==> src/design/ilc_pkg.sv <==
// Constants for the interrupt level control block
package ilc_pkg;
  localparam int ILC_LEVELS = 8;
  localparam logic [7:0] ILC_ADDR_LEVEL_MASK = 8'hDD;
  localparam logic [7:0] ILC_ADDR_SYSTEM_MODE = 8'hDE;
  localparam int ILC_SYM_GIE_BIT = 0;
  localparam int ILC_SYM_EXT_BIT = 1;
  localparam int ILC_SYM_FAST_LO = 2;
  localparam int ILC_SYM_FAST_HI = 4;
  localparam logic [7:0] ILC_SYM_RW_MASK = 8'h1F;
  localparam logic [1:0] ILC_SYM_LOW_RESET = 2'h0;
  localparam logic [7:0] ILC_PEND_RESET = 8'h00;
  localparam logic [7:0] ILC_MASK_RESET = 8'h00;
  localparam logic [2:0] ILC_FAST_RESET = 3'h0;
  localparam int ILC_SRC_L0 = 3;
  localparam int ILC_SRC_L1 = 1;
  localparam int ILC_SRC_L2 = 2;
  localparam int ILC_SRC_L3 = 4;
  localparam int ILC_SRC_L4 = 4;
  localparam int ILC_SRC_L5 = 4;
  localparam int ILC_SRC_L6 = 4;
  localparam int ILC_SRC_L7 = 4;
  typedef enum logic [1:0] {
    ILC_IDLE = 2'b00,
    ILC_SERVICE = 2'b01
  } ilc_state_e;
endpackage

==> src/design/ilc_level_merge.sv <==
// One request level: merges enabled sources and picks the lowest-vector source
`timescale 1ns/100ps
module ilc_level_merge #(
  parameter int N = 4
) (
  input wire logic [N-1:0] i_src_req,
  input wire logic [N-1:0] i_src_en,
  output logic o_level_req,
  output logic [N-1:0] o_src_grant
);
  logic [N-1:0] act;
  assign act = i_src_req & i_src_en;
  assign o_level_req = |act;
  // Source 0 holds the lowest vector, so the lowest set bit wins
  assign o_src_grant = act & (~act + N'(1));
endmodule

==> src/design/ilc_top.sv <==
// Interrupt level control: global enable, level masks, priority and request to the core
// Functional notes
// - Service needs global, mask, priority, source enable
// - System mode bit 0 is global enable
// - Reset clears system mode bits 1,0
// - Bits 4:2 fast level, reset value undefined; here reset loads ILC_FAST_RESET (0)
// - System mode register at DEH
// - Mask bit n gates level n
// - Mask undefined at reset, software writes; here reset clears it to ILC_MASK_RESET (0)
// - Mask register at DDH, read/write
// - Level0 timer A events, level1 timer B
// - Level2 timer 0 overflow and match
// - Level3 timer 1 and 2 events
// - Level4 detector, watch timer, SPI, I2C
// - Level5 both UART transmit and receive
// - Read-only pending register, reset cleared
// - Lowest vector source wins within level
// - Accept clears enable, return sets it
`timescale 1ns/100ps
module ilc_top (
  input wire logic I_CORE_CLK,
  input wire logic I_RST_N,
  input wire logic [7:0] I_REG_ADDR,
  input wire logic [7:0] I_REG_WDATA,
  input wire logic I_REG_WR,
  input wire logic I_REG_RD,
  output logic [7:0] O_REG_RDATA,
  input wire logic I_GLOBAL_ENABLE_INSTR,
  input wire logic I_GLOBAL_DISABLE_INSTR,
  input wire logic I_INTERRUPT_RETURN_INSTR,
  input wire logic I_IACK,
  input wire logic [ilc_pkg::ILC_LEVELS-1:0] I_LEVEL_PRIORITY_OK,
  input wire logic [3:0] I_SRC_L0,
  input wire logic [3:0] I_EN_L0,
  input wire logic [3:0] I_SRC_L1,
  input wire logic [3:0] I_EN_L1,
  input wire logic [3:0] I_SRC_L2,
  input wire logic [3:0] I_EN_L2,
  input wire logic [3:0] I_SRC_L3,
  input wire logic [3:0] I_EN_L3,
  input wire logic [3:0] I_SRC_L4,
  input wire logic [3:0] I_EN_L4,
  input wire logic [3:0] I_SRC_L5,
  input wire logic [3:0] I_EN_L5,
  input wire logic [3:0] I_SRC_L6,
  input wire logic [3:0] I_EN_L6,
  input wire logic [3:0] I_SRC_L7,
  input wire logic [3:0] I_EN_L7,
  output logic O_CPU_IRQ,
  output logic [ilc_pkg::ILC_LEVELS-1:0] O_PENDING,
  output logic [ilc_pkg::ILC_LEVELS-1:0] O_SERVICE_LEVEL,
  output logic [31:0] O_SRC_GRANT,
  output logic [2:0] O_FAST_LEVEL,
  output logic O_IN_SERVICE
);
  import ilc_pkg::*;

  localparam int W = 4;
  logic [31:0] src_all;
  logic [31:0] en_all;
  logic [31:0] grant_all;
  logic [31:0] pick_wide;
  logic [ILC_LEVELS-1:0] level_req;
  logic [ILC_LEVELS-1:0] mask_q;
  logic [ILC_LEVELS-1:0] pend_q;
  logic gie_q;
  logic ext_q;
  logic [2:0] fast_q;
  logic [ILC_LEVELS-1:0] eligible;
  logic [ILC_LEVELS-1:0] pick;
  logic [ILC_LEVELS-1:0] svc_lvl_q;
  logic [31:0] svc_src_q;
  logic [7:0] rdata_q;
  ilc_state_e state_q;
  logic wr_sym;
  logic wr_mask;

  // Unused source slots of narrow levels are tied off by the integrator
  assign src_all = {I_SRC_L7, I_SRC_L6, I_SRC_L5, I_SRC_L4, I_SRC_L3, I_SRC_L2, I_SRC_L1, I_SRC_L0};
  assign en_all = {I_EN_L7, I_EN_L6, I_EN_L5, I_EN_L4, I_EN_L3, I_EN_L2, I_EN_L1, I_EN_L0};

  genvar g;
  generate
    for (g = 0; g < ILC_LEVELS; g++) begin : g_lvl
      ilc_level_merge #(.N(W)) u_merge (
        .i_src_req(src_all[g*W +: W]),
        .i_src_en(en_all[g*W +: W]),
        .o_level_req(level_req[g]),
        .o_src_grant(grant_all[g*W +: W])
      );
      // Only the accepted level's grant is kept, other levels may also hold winners
      assign pick_wide[g*W +: W] = {W{pick[g]}};
    end
  endgenerate

  assign wr_sym = I_REG_WR && (I_REG_ADDR == ILC_ADDR_SYSTEM_MODE);
  assign wr_mask = I_REG_WR && (I_REG_ADDR == ILC_ADDR_LEVEL_MASK);

  // Pending mirrors enabled source activity; cleared by reset
  always_ff @(posedge I_CORE_CLK or negedge I_RST_N) begin
    if (!I_RST_N) begin
      pend_q <= ILC_PEND_RESET;
    end else begin
      pend_q <= level_req;
    end
  end

  // Mask has no defined reset in the part; zero chosen so nothing fires early
  always_ff @(posedge I_CORE_CLK or negedge I_RST_N) begin
    if (!I_RST_N) begin
      mask_q <= ILC_MASK_RESET;
    end else if (wr_mask) begin
      mask_q <= I_REG_WDATA;
    end
  end

  // Acceptance and disable win over enable and return in the same cycle
  always_ff @(posedge I_CORE_CLK or negedge I_RST_N) begin
    if (!I_RST_N) begin
      gie_q <= ILC_SYM_LOW_RESET[ILC_SYM_GIE_BIT];
      ext_q <= ILC_SYM_LOW_RESET[ILC_SYM_EXT_BIT];
    end else begin
      if (wr_sym) begin
        ext_q <= I_REG_WDATA[ILC_SYM_EXT_BIT];
      end
      if (I_IACK && O_CPU_IRQ) begin
        gie_q <= 1'b0;
      end else if (I_GLOBAL_DISABLE_INSTR) begin
        gie_q <= 1'b0;
      end else if (I_GLOBAL_ENABLE_INSTR || I_INTERRUPT_RETURN_INSTR) begin
        gie_q <= 1'b1;
      end else if (wr_sym) begin
        gie_q <= I_REG_WDATA[ILC_SYM_GIE_BIT];
      end
    end
  end

  // Undefined in the part; a constant is used as async reset must be constant
  always_ff @(posedge I_CORE_CLK or negedge I_RST_N) begin
    if (!I_RST_N) begin
      fast_q <= ILC_FAST_RESET;
    end else if (wr_sym) begin
      fast_q <= I_REG_WDATA[ILC_SYM_FAST_HI:ILC_SYM_FAST_LO];
    end
  end

  assign eligible = pend_q & mask_q & I_LEVEL_PRIORITY_OK;
  assign pick = eligible & (~eligible + ILC_LEVELS'(1));
  assign O_CPU_IRQ = gie_q && (|eligible);

  always_ff @(posedge I_CORE_CLK or negedge I_RST_N) begin
    if (!I_RST_N) begin
      state_q <= ILC_IDLE;
      svc_lvl_q <= ILC_PEND_RESET;
      svc_src_q <= 32'h0000_0000;
    end else begin
      unique case (state_q)
        ILC_IDLE: begin
          if (I_IACK && O_CPU_IRQ) begin
            state_q <= ILC_SERVICE;
            svc_lvl_q <= pick;
            svc_src_q <= grant_all & pick_wide;
          end
        end
        ILC_SERVICE: begin
          if (I_INTERRUPT_RETURN_INSTR) begin
            state_q <= ILC_IDLE;
          end
        end
        default: state_q <= ILC_IDLE;
      endcase
    end
  end

  always_ff @(posedge I_CORE_CLK or negedge I_RST_N) begin
    if (!I_RST_N) begin
      rdata_q <= '0;
    end else if (I_REG_RD) begin
      unique case (I_REG_ADDR)
        ILC_ADDR_LEVEL_MASK: rdata_q <= mask_q;
        ILC_ADDR_SYSTEM_MODE: rdata_q <= {3'h0, fast_q, ext_q, gie_q} & ILC_SYM_RW_MASK;
        default: rdata_q <= '0;
      endcase
    end
  end

  assign O_REG_RDATA = rdata_q;
  assign O_PENDING = pend_q;
  assign O_SERVICE_LEVEL = svc_lvl_q;
  assign O_SRC_GRANT = svc_src_q;
  assign O_FAST_LEVEL = fast_q;
  assign O_IN_SERVICE = (state_q == ILC_SERVICE);
endmodule

==> config.mk <==
export PLATFORM = sky130hd
export DESIGN_NAME = ilc_top
export DESIGN_NICKNAME = d
export VERILOG_FILES = /design/src/design/ilc_pkg.sv /design/src/design/ilc_level_merge.sv /design/src/design/ilc_top.sv
export SDC_FILE = /design/constraint.sdc
export NUM_CORES = 1
export LEC_CHECK = 0
export BUFFER_PORTS_ARGS = -buffer_cell sky130_fd_sc_hd__buf_2
export CAP_MARGIN = 20
export CORE_MARGIN = 3
export CORE_UTILIZATION = 47
export CTS_BUF_LIST = sky130_fd_sc_hd__clkbuf_8
export DETAILED_ROUTE_END_ITERATION = 10
export GPL_ROUTABILITY_DRIVEN = 0
export PLACE_DENSITY = 0.76
export SETUP_SLACK_MARGIN = 0.5
export SLEW_MARGIN = 20
export SYNTH_ARGS = -nofsm -noshare
export SYNTH_HDL_FRONTEND = slang
export SYNTH_HIERARCHICAL = 1
export SYNTH_SLANG_ARGS = --single-unit
==> constraint.sdc <==
create_clock -name I_CORE_CLK -period 2.1 [get_ports I_CORE_CLK]
set_input_delay 0.105 -clock I_CORE_CLK [delete_from_list [all_inputs] [get_ports I_CORE_CLK]]
set_output_delay 0.105 -clock I_CORE_CLK [all_outputs]
set_load 0.01 [all_outputs]
==> results by group, run 1 <==
Run status
  • Outcome: complete, no violations

Pwr
  • Lkg Pwr: 2.55 nW
  • Cell Pwr Density: 739 nW/um^2
  • Worst VDD drop: 0.000458 V

Setup path
  • CP delay by family, top: simple AND/OR/NAND/NOR gates
  • Critical path startpoint: mask_q[6]
  • Startpoint Class: register
  • Critical Path Fanout Max: 3
  • Cell chain of the critical path: nand3_2 -> nand4_1 -> or2_4 -> and2_1 -> buf_2
  • Worst reg-to-reg setup slack: 0.50 ns
  • Crit path buffers/inverters: 1
  • Critical path arrival: 1.70 ns
  • Setup crit end kind: output pin
  • Critical Path Sink: O_CPU_IRQ
  • Worst EP required: 2.00 ns
  • Reg-to-reg endpoint: O_SRC_GRANT[9]
  • CP Class: reg -> out
  • CP max stage delay: 0.40 ns
  • Worst path depth: 5
  • Reg2Reg Depth: 6
  • Worst r2r src: mask_q[6]
  • CP max stage cell: dfrtp_1

CTS
  • Max Root-Sink Buffers: 2
  • Clk slew on worst S/H paths: 0.07 ns
  • Later-pin clock latency in the skew report: 0.35 ns
  • Root buffer cell: clkbuf_8
  • Number of clock sinks: 70
  • H-tree depth: 3
  • CTS tree: done
  • Inserted Clock Buffers: 9

Timing
  • Final hold vios: 0
  • Fin crit share: 85.8%
  • Min Clock Period, post-route: 1.80 ns
  • RSZ-0062 raised after global routing: true
  • Worst-margin pin slew: 0.867 ns
  • Slew Limit Headroom: 42.2%
  • Fmax: 555 MHz
  • Total Negative Setup Slacks: 0 ns
  • Clock Skews: 0.0117 ns
  • Slew Viols, Final: 0
  • Count of final setup violators: 0

Logic synthesis
  • Syn Area/Cell: 11.1 um^2
  • Synth area leaders: dfrtp_1 (51%), mux2i_1 (5.3%), nand2_1 (4.9%), mux2_2 (3.6%), a22o_1 (3.6%)
  • Top cell type's share of synthesized area: 51.5%
  • Mapped Area: 3400 um^2
  • Dominant synthesized flop cell: dfrtp_1
  • Synthesized Nets: 402
  • Synth cell types: 43
  • Number of synthesized flops with an enable pin: 0
  • Seq/Total Area, Yosys: 51.5%
  • Yosys top cell by area: dfrtp_1
  • Yosys reg bits: 70
  • Yosys warns: 6
  • Async S/R FF share, synth: 100%
  • Mapped Cells: 306

Floorplan
  • Initial core utilization: 49.3%
  • Die ar.: 8300 um^2
  • Core area: 6910 um^2
  • Die H: 91.1 um
  • # IOs: 157
  • Die W: 91.1 um
  • Row count: 30

Layout
  • Nets: 597
  • Layout area overhead: 43.0%
  • Register area: 1750 um^2
  • Area of the multi-input gates: 1610 um^2
  • Commonest cells after routing, fill and taps aside: buf_2 (155), dfrtp_1 (69), nand2_1 (44), buf_4 (24), inv_1 (23)
  • Most common cell after layout, fill and taps aside: buf_2
  • Post-Layout Inst Area: 4860 um^2
  • Layout cells sized above 1: 48.6%
  • Ant diodes: 0
  • Final-layout fill cell count: 541

Global routing
  • Vias in the first global route: 3090
  • First-pass GRT wire length: 14600 um
  • GR Overflow Total: 0
  • Largest net degree at the start of global routing: 71
  • Gr usage total: 22.0%
  • Initial antenna violation count: 0

Job
  • Max_cap viols: 0

Route
  • Number of DRC markers in iteration 0: 144
  • DR DRC count: 0
  • Detailed Route WL: 9550 um
  • Avg WL per Cell: 15.9 um
  • Pre-antenna DRT Iters: 5
  • Via count: 3144
  • Post-route ant nets: 0
  • Drt via density: 5.22

Placed design
  • Number of port buffers: 156
  • Dpl hpwl: 6740 um
  • Placed cell areas: 4280 um^2

Worst hold path
  • Min-Delay Path Class: in -> reg
[metrics by stage]
stage | setup WS [ns] | utilization [%] | std cells | hold slack (ns) | power (mW)
after floorplan | 0.511 | - | 306 | -0.191 | 2.08
after global placement | 0.427 | 61.9 | 553 | 0.272 | 2.48
after detailed placement | 0.362 | 61.9 | 553 | 0.273 | 2.50
after CTS | 0.403 | 68.0 | 589 | 0.000329 | 3.58
after global routing | 0.249 | 70.4 | 602 | 0.00374 | 3.79
final | 0.299 | 70.4 | 602 | 0.00971 | 3.60
[flip-flops by register name, indices dropped and copies added (netlist names)]
register,flops
mask_q,8
O_REG_RDATA,8
O_SERVICE_LEVEL,8
gie_q,1
ext_q,1
state_q,1
O_PENDING,8
O_SRC_GRANT,32
O_FAST_LEVEL,3
[layer usage]
layer | vias to the layer above | track usage (%) | wire, um
met5 | - | 0 | 0
met4 | 0 | 8.29 | 191
met3 | 18 | 4.31 | 489
met2 | 99 | 37.3 | 4900
met1 | 1540 | 27.7 | 3970
li1 | 1487 | - | -
[cell type report]
cell class / count / area share (%)
multi-input combinational: 205 / 33.1
timing repair buffer: 193 / 22.8
sequential: 70 / 36.0
clock inverter: 7 / 1.36
inverter: 22 / 1.70
tap: 96 / 2.47
clock buffer: 9 / 2.55
[logic make-up (layout without fill, tap and decap cells)]
family	after synthesis	in the layout	share of synthesized area, %
mux	36	36	12.0
compound gates	43	43	10.0
flops	70	70	51.5
buf+inv	31	231	4.12
simple gates	126	126	22.3
[cells in the mapped netlist (all sizes together), types with 5 or more instances]
cell type and count:
inv 22, a22oi 5, mux2i 18, nor3 5
buf 7, dfrtp 70, nor2 16, and4b 8
a21oi 5, a22o 14, a222oi 8, and2 10
and3 9, nand2 44, nand3 12, mux2 18
o21ai 5, nor2b 8
[what timing repair did]
item,CTS,global route
hold endpoints to repair,78,0
buffers inserted,8,13
hold buffers,12,0
endpoints found under the setup margin,37,34
gates resized for setup,10,11
pin swaps,4,7
[worst min-delay path by stage]
stage | to | depth (start not counted) | start
floorplan | O_FAST_LEVEL[0] | 0 | I_RST_N
global placement | O_SRC_GRANT[0] | 1 | I_RST_N
detailed placement | gie_q | 2 | I_GLOBAL_DISABLE_INSTR
CTS | O_PENDING[3] | 3 | I_EN_L3[3]
global route | mask_q[5] | 2 | I_REG_WDATA[5]
finish | O_PENDING[3] | 3 | I_EN_L3[3]
[worst reg2reg max path: stages, from the launching register on]
cell and delay [ns]:
dfrtp_1 0.40, nand3_2 0.11, nand4_1 0.21, buf_4 0.21
o21a_4 0.24, buf_6 0.18, mux2i_1 0.18
[where the power goes]
part	switching (mW)	total, mW	internal (mW)
sequential	0.126	1.69	1.56
clock	0.507	1.05	0.539
combinational	0.452	0.861	0.410
Power figures use the tool's default switching activity.
==> run 2: changes to the inputs <==
- CORE_UTILIZATION: 47 -> 40
- PLACE_DENSITY: 0.76 -> 0.66
==> run 2 against run 1 <==
  * Clock power about the same
  * Clock skew down 0.0049 ns
  * Die area increased by 16%
  * Highest routed layer unchanged
  * Combinational power about the same
  * Critical endpoint unchanged
  * Largest cell class unchanged
  * Largest power group unchanged
  * Routed wire length down 3.0%
  * Critical path type unchanged
  * Sequential power barely moved
==> results by group, run 2 (synthesis results as in run 1) <==
Run status
  • Outcome: complete, no violations (unchanged)

CTS
  • H-tree depth: 3 (unchanged)
  • Number of clock sinks: 70 (unchanged)
  • Inserted Clock Buffers: 9 (unchanged)
  • Later-pin clock latency in the skew report: 0.33 ns (was 0.35 ns)
  • Max Root-Sink Buffers: 2 (unchanged)
  • CTS tree: done (unchanged)
  • Root buffer cell: clkbuf_8 (unchanged)
  • Clk slew on worst S/H paths: 0.07 ns (about the same)

Layout
  • Commonest cells after routing, fill and taps aside: buf_2 (154), dfrtp_1 (70), nand2_1 (44), inv_1 (23), buf_4 (21) (was buf_2 (155), dfrtp_1 (69), nand2_1 (44), buf_4 (24), inv_1 (23))
  • Layout cells sized above 1: 48.3% (was 48.6%)
  • Ant diodes: 0 (unchanged)
  • Area of the multi-input gates: 1600 um^2 (was 1610 um^2)
  • Fin cells: 620 (was 602)
  • Final-layout fill cell count: 731 (was 541)
  • Nets: 606 (was 597)
  • Register area: 1750 um^2 (about the same)
  • Final Util: 60.9% (was 70.4%)
  • Max reg flops: 32 (unchanged)
  • Most common cell after layout, fill and taps aside: buf_2 (unchanged)
  • Post-Layout Inst Area: 5030 um^2 (was 4860 um^2)
  • Layout area overhead: 47.8% (was 43.0%)

Floorplan
  • Die H: 98.2 um (was 91.1 um)
  • # IOs: 157 (unchanged)
  • Initial core utilization: 41.2% (was 49.3%)
  • Core area: 8260 um^2 (was 6910 um^2)
  • Die W: 98.2 um (was 91.1 um)
  • Row count: 33 (was 30)
  • Die ar.: 9650 um^2 (was 8300 um^2)

Route
  • Pre-antenna DRT Iters: 5 (unchanged)
  • Detailed Route WL: 9270 um (was 9550 um)
  • Via count: 3079 (was 3144)
  • DR DRC count: 0 (unchanged)
  • Post-route ant nets: 0 (unchanged)
  • Number of DRC markers in iteration 0: 147 (was 144)
  • Avg WL per Cell: 14.9 um (was 15.9 um)
  • Drt via density: 4.97 (was 5.22)

Pwr
  • Combinational Power Share: 23.9% (about the same)
  • Sequential Power Share: 46.5% (was 47.0%)
  • Sw Share: 28.5% (was 30.2%)
  • Pint: 2.59 mW (was 2.51 mW)
  • Switch Pwr: 1.03 mW (was 1.08 mW)
  • Tot Pwr: 3.62 mW (was 3.60 mW)
  • Worst VDD drop: 0.000347 V (was 0.000458 V)
  • Cell Pwr Density: 720 nW/um^2 (was 739 nW/um^2)
  • Lkg Pwr: 2.61 nW (was 2.55 nW)
  • Clock network power share: 29.6% (was 29.1%)

Timing
  • Final hold vios: 0 (unchanged)
  • Worst-margin pin slew: 0.874 ns (was 0.867 ns)
  • Clock Skews: 0.00688 ns (was 0.0117 ns)
  • RSZ-0062 raised after global routing: true (unchanged)
  • Fmax: 607 MHz (was 555 MHz)
  • Slew Limit Headroom: 41.7% (was 42.2%)
  • Min Clock Period, post-route: 1.65 ns (was 1.80 ns)
  • Fin crit share: 78.5% (was 85.8%)
  • Total Negative Setup Slacks: 0 ns (unchanged)
  • PnR worst setup slack: 0.452 ns (was 0.299 ns)
  • Hold_ws: 0.0165 ns (was 0.00971 ns)
  • Slew Viols, Final: 0 (unchanged)
  • Count of final setup violators: 0 (unchanged)

Global routing
  • First-pass GRT wire length: 14700 um (was 14600 um)
  • Initial antenna violation count: 0 (unchanged)
  • Vias in the first global route: 3082 (was 3090)
  • GR Overflow Total: 0 (unchanged)
  • Gr usage total: 19.1% (was 22.0%)
  • Largest net degree at the start of global routing: 71 (unchanged)

Setup path
  • Worst EP required: 2.00 ns (about the same)
  • Critical path arrival: 1.54 ns (was 1.70 ns)
  • Startpoint Class: register (unchanged)
  • Setup crit end kind: output pin (unchanged)
  • Critical Path Fanout Max: 4 (was 3)
  • CP Class: reg -> out (unchanged)

Placed design
  • Cells after DPL: 564 (was 553)
  • Number of port buffers: 156 (unchanged)
  • Post-place setup slack: 0.452 ns (was 0.362 ns)
  • Dpl hpwl: 6710 um (was 6740 um)
  • Placed cell areas: 4320 um^2 (was 4280 um^2)

Worst hold path
  • Min-Delay Path Class: in -> reg (unchanged)

Job
  • Max_cap viols: 0 (unchanged)
==> run 2: what timing repair did <==
action	CTS	global route
endpoints found under the hold margin	81	0
hold buffers	19	0
pin swaps	5	5
gates resized for setup	12	10
buffers inserted	11	8
endpoints found under the setup margin	11	33
cloned	1	1
==> run 2: routing by layer <==
| metal | up-vias | GRT usage (%) | part of all wire (%) |
|---|---|---|---|
| li1 | 1511 | - | - |
| met1 | 1451 | 24.0 | 42 |
| met2 | 101 | 31.9 | 50 |
| met3 | 16 | 4.64 | 6.2 |
| met4 | 0 | 7.67 | 2.0 |
| met5 | - | 0 | 0 |
==> run 2: path summary, 6_finish.rpt <==
| check | cells past startpoint | to | slack (ns) | startpoint |
|---|---|---|---|---|
| max reg2reg | 6 | O_SRC_GRANT[20] | 0.47 | mask_q[2] |
| max | 5 | O_CPU_IRQ | 0.45 | mask_q[1] |
| min in group asynchronous | 2 | O_SRC_GRANT[13] | 0.43 | I_RST_N |
| min reg2reg | 1 | O_SERVICE_LEVEL[6] | 0.48 | O_SERVICE_LEVEL[6] |
| min | 3 | O_PENDING[5] | 0.02 | I_EN_L5[3] |
| max in group asynchronous | 2 | O_SRC_GRANT[17] | 1.09 | I_RST_N |
==> run 2: power by group through the flow <==
stage	Sequential (mW)	Clock (mW)	Combinational [mW]
2_1_floorplan	1.80	0	0.280
3_3_place_gp	1.70	0	0.781
3_5_place_dp	1.71	0	0.801
4_1_cts	1.69	1.11	0.859
5_1_grt	1.72	1.15	0.962
6_report	1.69	1.07	0.864
==> run 2: area by class of cell <==
class                           instances  area share [%]
Clock buffer                           11            3.01
Clock inverter                          5           0.970
Inverter                               22            1.64
Multi-Input combinational cell        205            31.8
Sequential cell                        70            34.8
Tap cell                              105            2.61
Timing Repair Buffer                  202            25.2
==> run 2: critical path: stages, from the launching register on <==
cell     delay (ns)
dfrtp_1        0.42
nand3_2        0.12
nand4_1        0.12
or2_4          0.28
and2_4         0.16
buf_6          0.11
==> run 3: changes to the inputs <==
- ABC_AREA: default -> 1
- PLACE_DENSITY: 0.66 -> 0.65
- clock period: 2.1 -> 1.6 ns (I/O delays scaled with it)
==> run 3 against run 2 <==
  * Non-clock buffer count increased by 16
  * Clock power increased by 17%
  * Total power increased by 14%
  * Synthesized area increased by 6.3%
  * Count of clock-buffer cells in the layout decreased by 1
  * Routed wire length increased by 22%
  * Sequential share of layout area decreased by 3.2 points
  * Sequential cell count unchanged
  * Sequential power increased by 15%
  * Via count increased by 24%
  * Synthesized cell count increased by 57%
  * Worst setup slack got worse by 0.30 ns
  * Largest power group unchanged
  * Highest routed layer unchanged
==> results by group, run 3 <==
Run status
  • Outcome: complete, no violations (unchanged)

Layout
  • Most common cell after layout, fill and taps aside: buf_2 (unchanged)
  • Nets: 799 (was 606)
  • Max reg flops: 32 (unchanged)
  • Commonest cells after routing, fill and taps aside: buf_2 (155), nand2_1 (136), dfrtp_1 (69), nand2_2 (68), inv_1 (66) (was buf_2 (154), dfrtp_1 (70), nand2_1 (44), inv_1 (23), buf_4 (21))
  • Final Util: 63.2% (was 60.9%)
  • Ant diodes: 0 (unchanged)
  • Post-Layout Inst Area: 5540 um^2 (was 5030 um^2)
  • Layout area overhead: 53.1% (was 47.8%)
  • Layout cells sized above 1: 44.6% (was 48.3%)
  • Fin cells: 816 (was 620)

Logic synthesis
  • Multiplexer share of the synthesized area: 0% (was 12.0%)
  • Syn Area/Cell: 7.54 um^2 (was 11.1 um^2)
  • Yosys top cell by area: dfrtp_1 (unchanged)
  • Synth Area in Adders: 0% (unchanged)
  • Synth cell count leaders: nand2_1 (180), dfrtp_1 (70), inv_1 (65), nor2_1 (54), nand2_2 (26) (was dfrtp_1 (70), nand2_1 (44), inv_1 (22), mux2i_1 (18), nor2_1 (16))
  • Yosys warns: 6 (unchanged)
  • Mapped Cells: 480 (was 306)
  • Synthesized Nets: 576 (was 402)
  • Dominant synthesized flop cell: dfrtp_1 (unchanged)
  • Number of synthesized flops with an enable pin: 0 (unchanged)
  • Largest family of logic cells by synthesized area: simple AND/OR/NAND/NOR gates (unchanged)
  • Yosys reg bits: 70 (unchanged)
  • Xor and xnor area share after synthesis: 0% (unchanged)
  • Top cell type's share of synthesized area: 48.4% (was 51.5%)
  • Seq/Total Area, Yosys: 48.4% (was 51.5%)
  • Synth area leaders: dfrtp_1 (48%), nand2_1 (19%), inv_1 (6.7%), nor2_1 (5.6%), nand2_2 (4.5%) (was dfrtp_1 (51%), mux2i_1 (5.3%), nand2_1 (4.9%), mux2_2 (3.6%), a22o_1 (3.6%))
  • Count leader, synth: nand2_1 (was dfrtp_1)
  • Synth Area in Simple Gates: 38.2% (was 22.3%)
  • Synth Area in Compound Gates: 3.70% (was 10.0%)
  • Mapped Area: 3620 um^2 (was 3400 um^2)
  • Synth cell types: 26 (was 43)
  • Async S/R FF share, synth: 100% (unchanged)

Pwr
  • Worst VDD drop: 0.000363 V (was 0.000347 V)
  • Lkg Pwr: 3.20 nW (was 2.61 nW)
  • Cell Pwr Density: 744 nW/um^2 (was 720 nW/um^2)
  • Tot Pwr: 4.12 mW (was 3.62 mW)

Setup path
  • CP Class: reg -> reg (was reg -> out)
  • Startpoint Class: register (unchanged)
  • Critical path arrival: 1.72 ns (was 1.54 ns)
  • Setup crit end kind: register (was output pin)
  • Worst EP required: 1.88 ns (was 2.00 ns)
  • Critical Path Fanout Max: 6 (was 4)

Route
  • Avg WL per Cell: 13.9 um (was 14.9 um)
  • Pre-antenna DRT Iters: 4 (was 5)
  • Via count: 3815 (was 3079)
  • Post-route ant nets: 0 (unchanged)
  • Detailed Route WL: 11300 um (was 9270 um)
  • Drt via density: 4.68 (was 4.97)
  • Number of DRC markers in iteration 0: 149 (was 147)
  • DR DRC count: 0 (unchanged)

CTS
  • Max Root-Sink Buffers: 2 (unchanged)
  • Inserted Clock Buffers: 9 (unchanged)
  • Root buffer cell: clkbuf_8 (unchanged)
  • Number of clock sinks: 70 (unchanged)
  • CTS tree: done (unchanged)
  • Later-pin clock latency in the skew report: 0.34 ns (was 0.33 ns)
  • Clk slew on worst S/H paths: 0.07 ns (about the same)
  • H-tree depth: 3 (unchanged)

Timing
  • Slew Viols, Final: 0 (unchanged)
  • Clock Skews: 0.00829 ns (was 0.00688 ns)
  • Min Clock Period, post-route: 1.44 ns
  • Fmax: 692 MHz
  • Worst-margin pin slew: 0.506 ns (was 0.874 ns)
  • Slew Limit Headroom: 66.3% (was 41.7%)
  • Fin crit share: 90.3%
  • RSZ-0062 raised after global routing: true (unchanged)
  • Count of final setup violators: 0 (unchanged)
  • Total Negative Setup Slacks: 0 ns (unchanged)
  • Final hold vios: 0 (unchanged)

Global routing
  • Initial antenna violation count: 0 (unchanged)
  • GR Overflow Total: 0 (unchanged)
  • Gr usage total: 22.0% (was 19.1%)
  • Vias in the first global route: 3782 (was 3082)
  • Largest net degree at the start of global routing: 37 (was 71)
  • First-pass GRT wire length: 17600 um (was 14700 um)

Worst hold path
  • Min-Delay Path Class: in -> reg (unchanged)

Placed design
  • Dpl hpwl: 7310 um (was 6710 um)
  • Placed cell areas: 4530 um^2 (was 4320 um^2)
  • Cells after DPL: 738 (was 564)
  • Number of port buffers: 156 (unchanged)

Floorplan
  • Die H: 101 um (was 98.2 um)
  • Core area: 8760 um^2 (was 8260 um^2)
  • Row count: 34 (was 33)
  • Die W: 101 um (was 98.2 um)
  • # IOs: 157 (unchanged)
  • Die ar.: 10200 um^2 (was 9650 um^2)
  • Initial core utilization: 41.3% (was 41.2%)

Job
  • Max_cap viols: 0 (unchanged)
[run 3: changes by cell type in the layout (fill, tap and decap cells not counted), sizes merged, moves of 9 or more]
cell	before	now
mux2i	18	0
nand2	44	207
mux2	18	0
a22o	14	0
dlygate4sd3	19	39
and3	9	0
and2	10	0
nor2	16	69
inv	23	75
[run 3: kinds of logic (layout without fill, tap and decap cells)]
group,Yosys count,in the layout
AO/OA/AOI/OAI,24,24
AND/OR/NAND/NOR,303,307
flip-flops,70,70
buffers and inverters,83,307
[run 3: critical path: stages (launching register included)]
cell and delay (ns):
dfrtp_1 0.39, nand3_2 0.12, nand2_2 0.11, nor2_4 0.05, nand2_4 0.08, nand3_4 0.16, nor2_4 0.30, nand2_1 0.10
nand2_1 0.07
[run 3: final cells by class]
type | count | area, um^2
Timing Repair Buffer | 218 | 1460
Fill cell | 797 | 3230
Sequential cell | 70 | 1750
Inverter | 73 | 274
Clock inverter | 6 | 30.0
Tap cell | 108 | 135
Multi-Input combinational cell | 331 | 1750
Clock buffer | 10 | 138
[run 3: power by group]
group	internal [mW]	switching [mW]
clock network	0.586	0.659
logic	0.429	0.507
registers	1.87	0.0723
[run 3: stage by stage]
step,hold WS [ns],setup WS [ns]
finish,0.0165,0.155
global route,0.00965,0.0923
CTS,0.000495,0.166
detailed placement,0.0861,0.0552
global placement,0.0820,0.0808
floorplan,-0.216,0.319
[run 3: worst paths after layout]
kind / slack [ns] / to / cells after the start / startpoint
worst min register to register: 0.48 / O_SRC_GRANT[8] / 2 / O_SRC_GRANT[8]
max in group asynchronous: 0.78 / state_q[0] / 3 / I_RST_N
min in group asynchronous: 0.25 / O_SRC_GRANT[17] / 2 / I_RST_N
worst max-delay path: 0.16 / O_SRC_GRANT[17] / 8 / O_PENDING[7]
worst max register to register: 0.16 / O_SRC_GRANT[17] / 8 / O_PENDING[7]
worst min-delay path: 0.02 / O_PENDING[2] / 3 / I_EN_L2[0]
[run 3: metal layers]
metal	GRT usage (%)	routed length [um]
met1	26.6	4650
met4	8.18	203
met3	5.19	804
met2	37.9	5660
met5	0	0
[run 3: timing repair]
action	CTS	global route
hold endpoints to repair	55	0
pin swaps	10	12
cloned	4	2
setup buffers	9	8
gates resized for setup	44	27
hold buffers	39	0
setup endpoints to repair	43	44
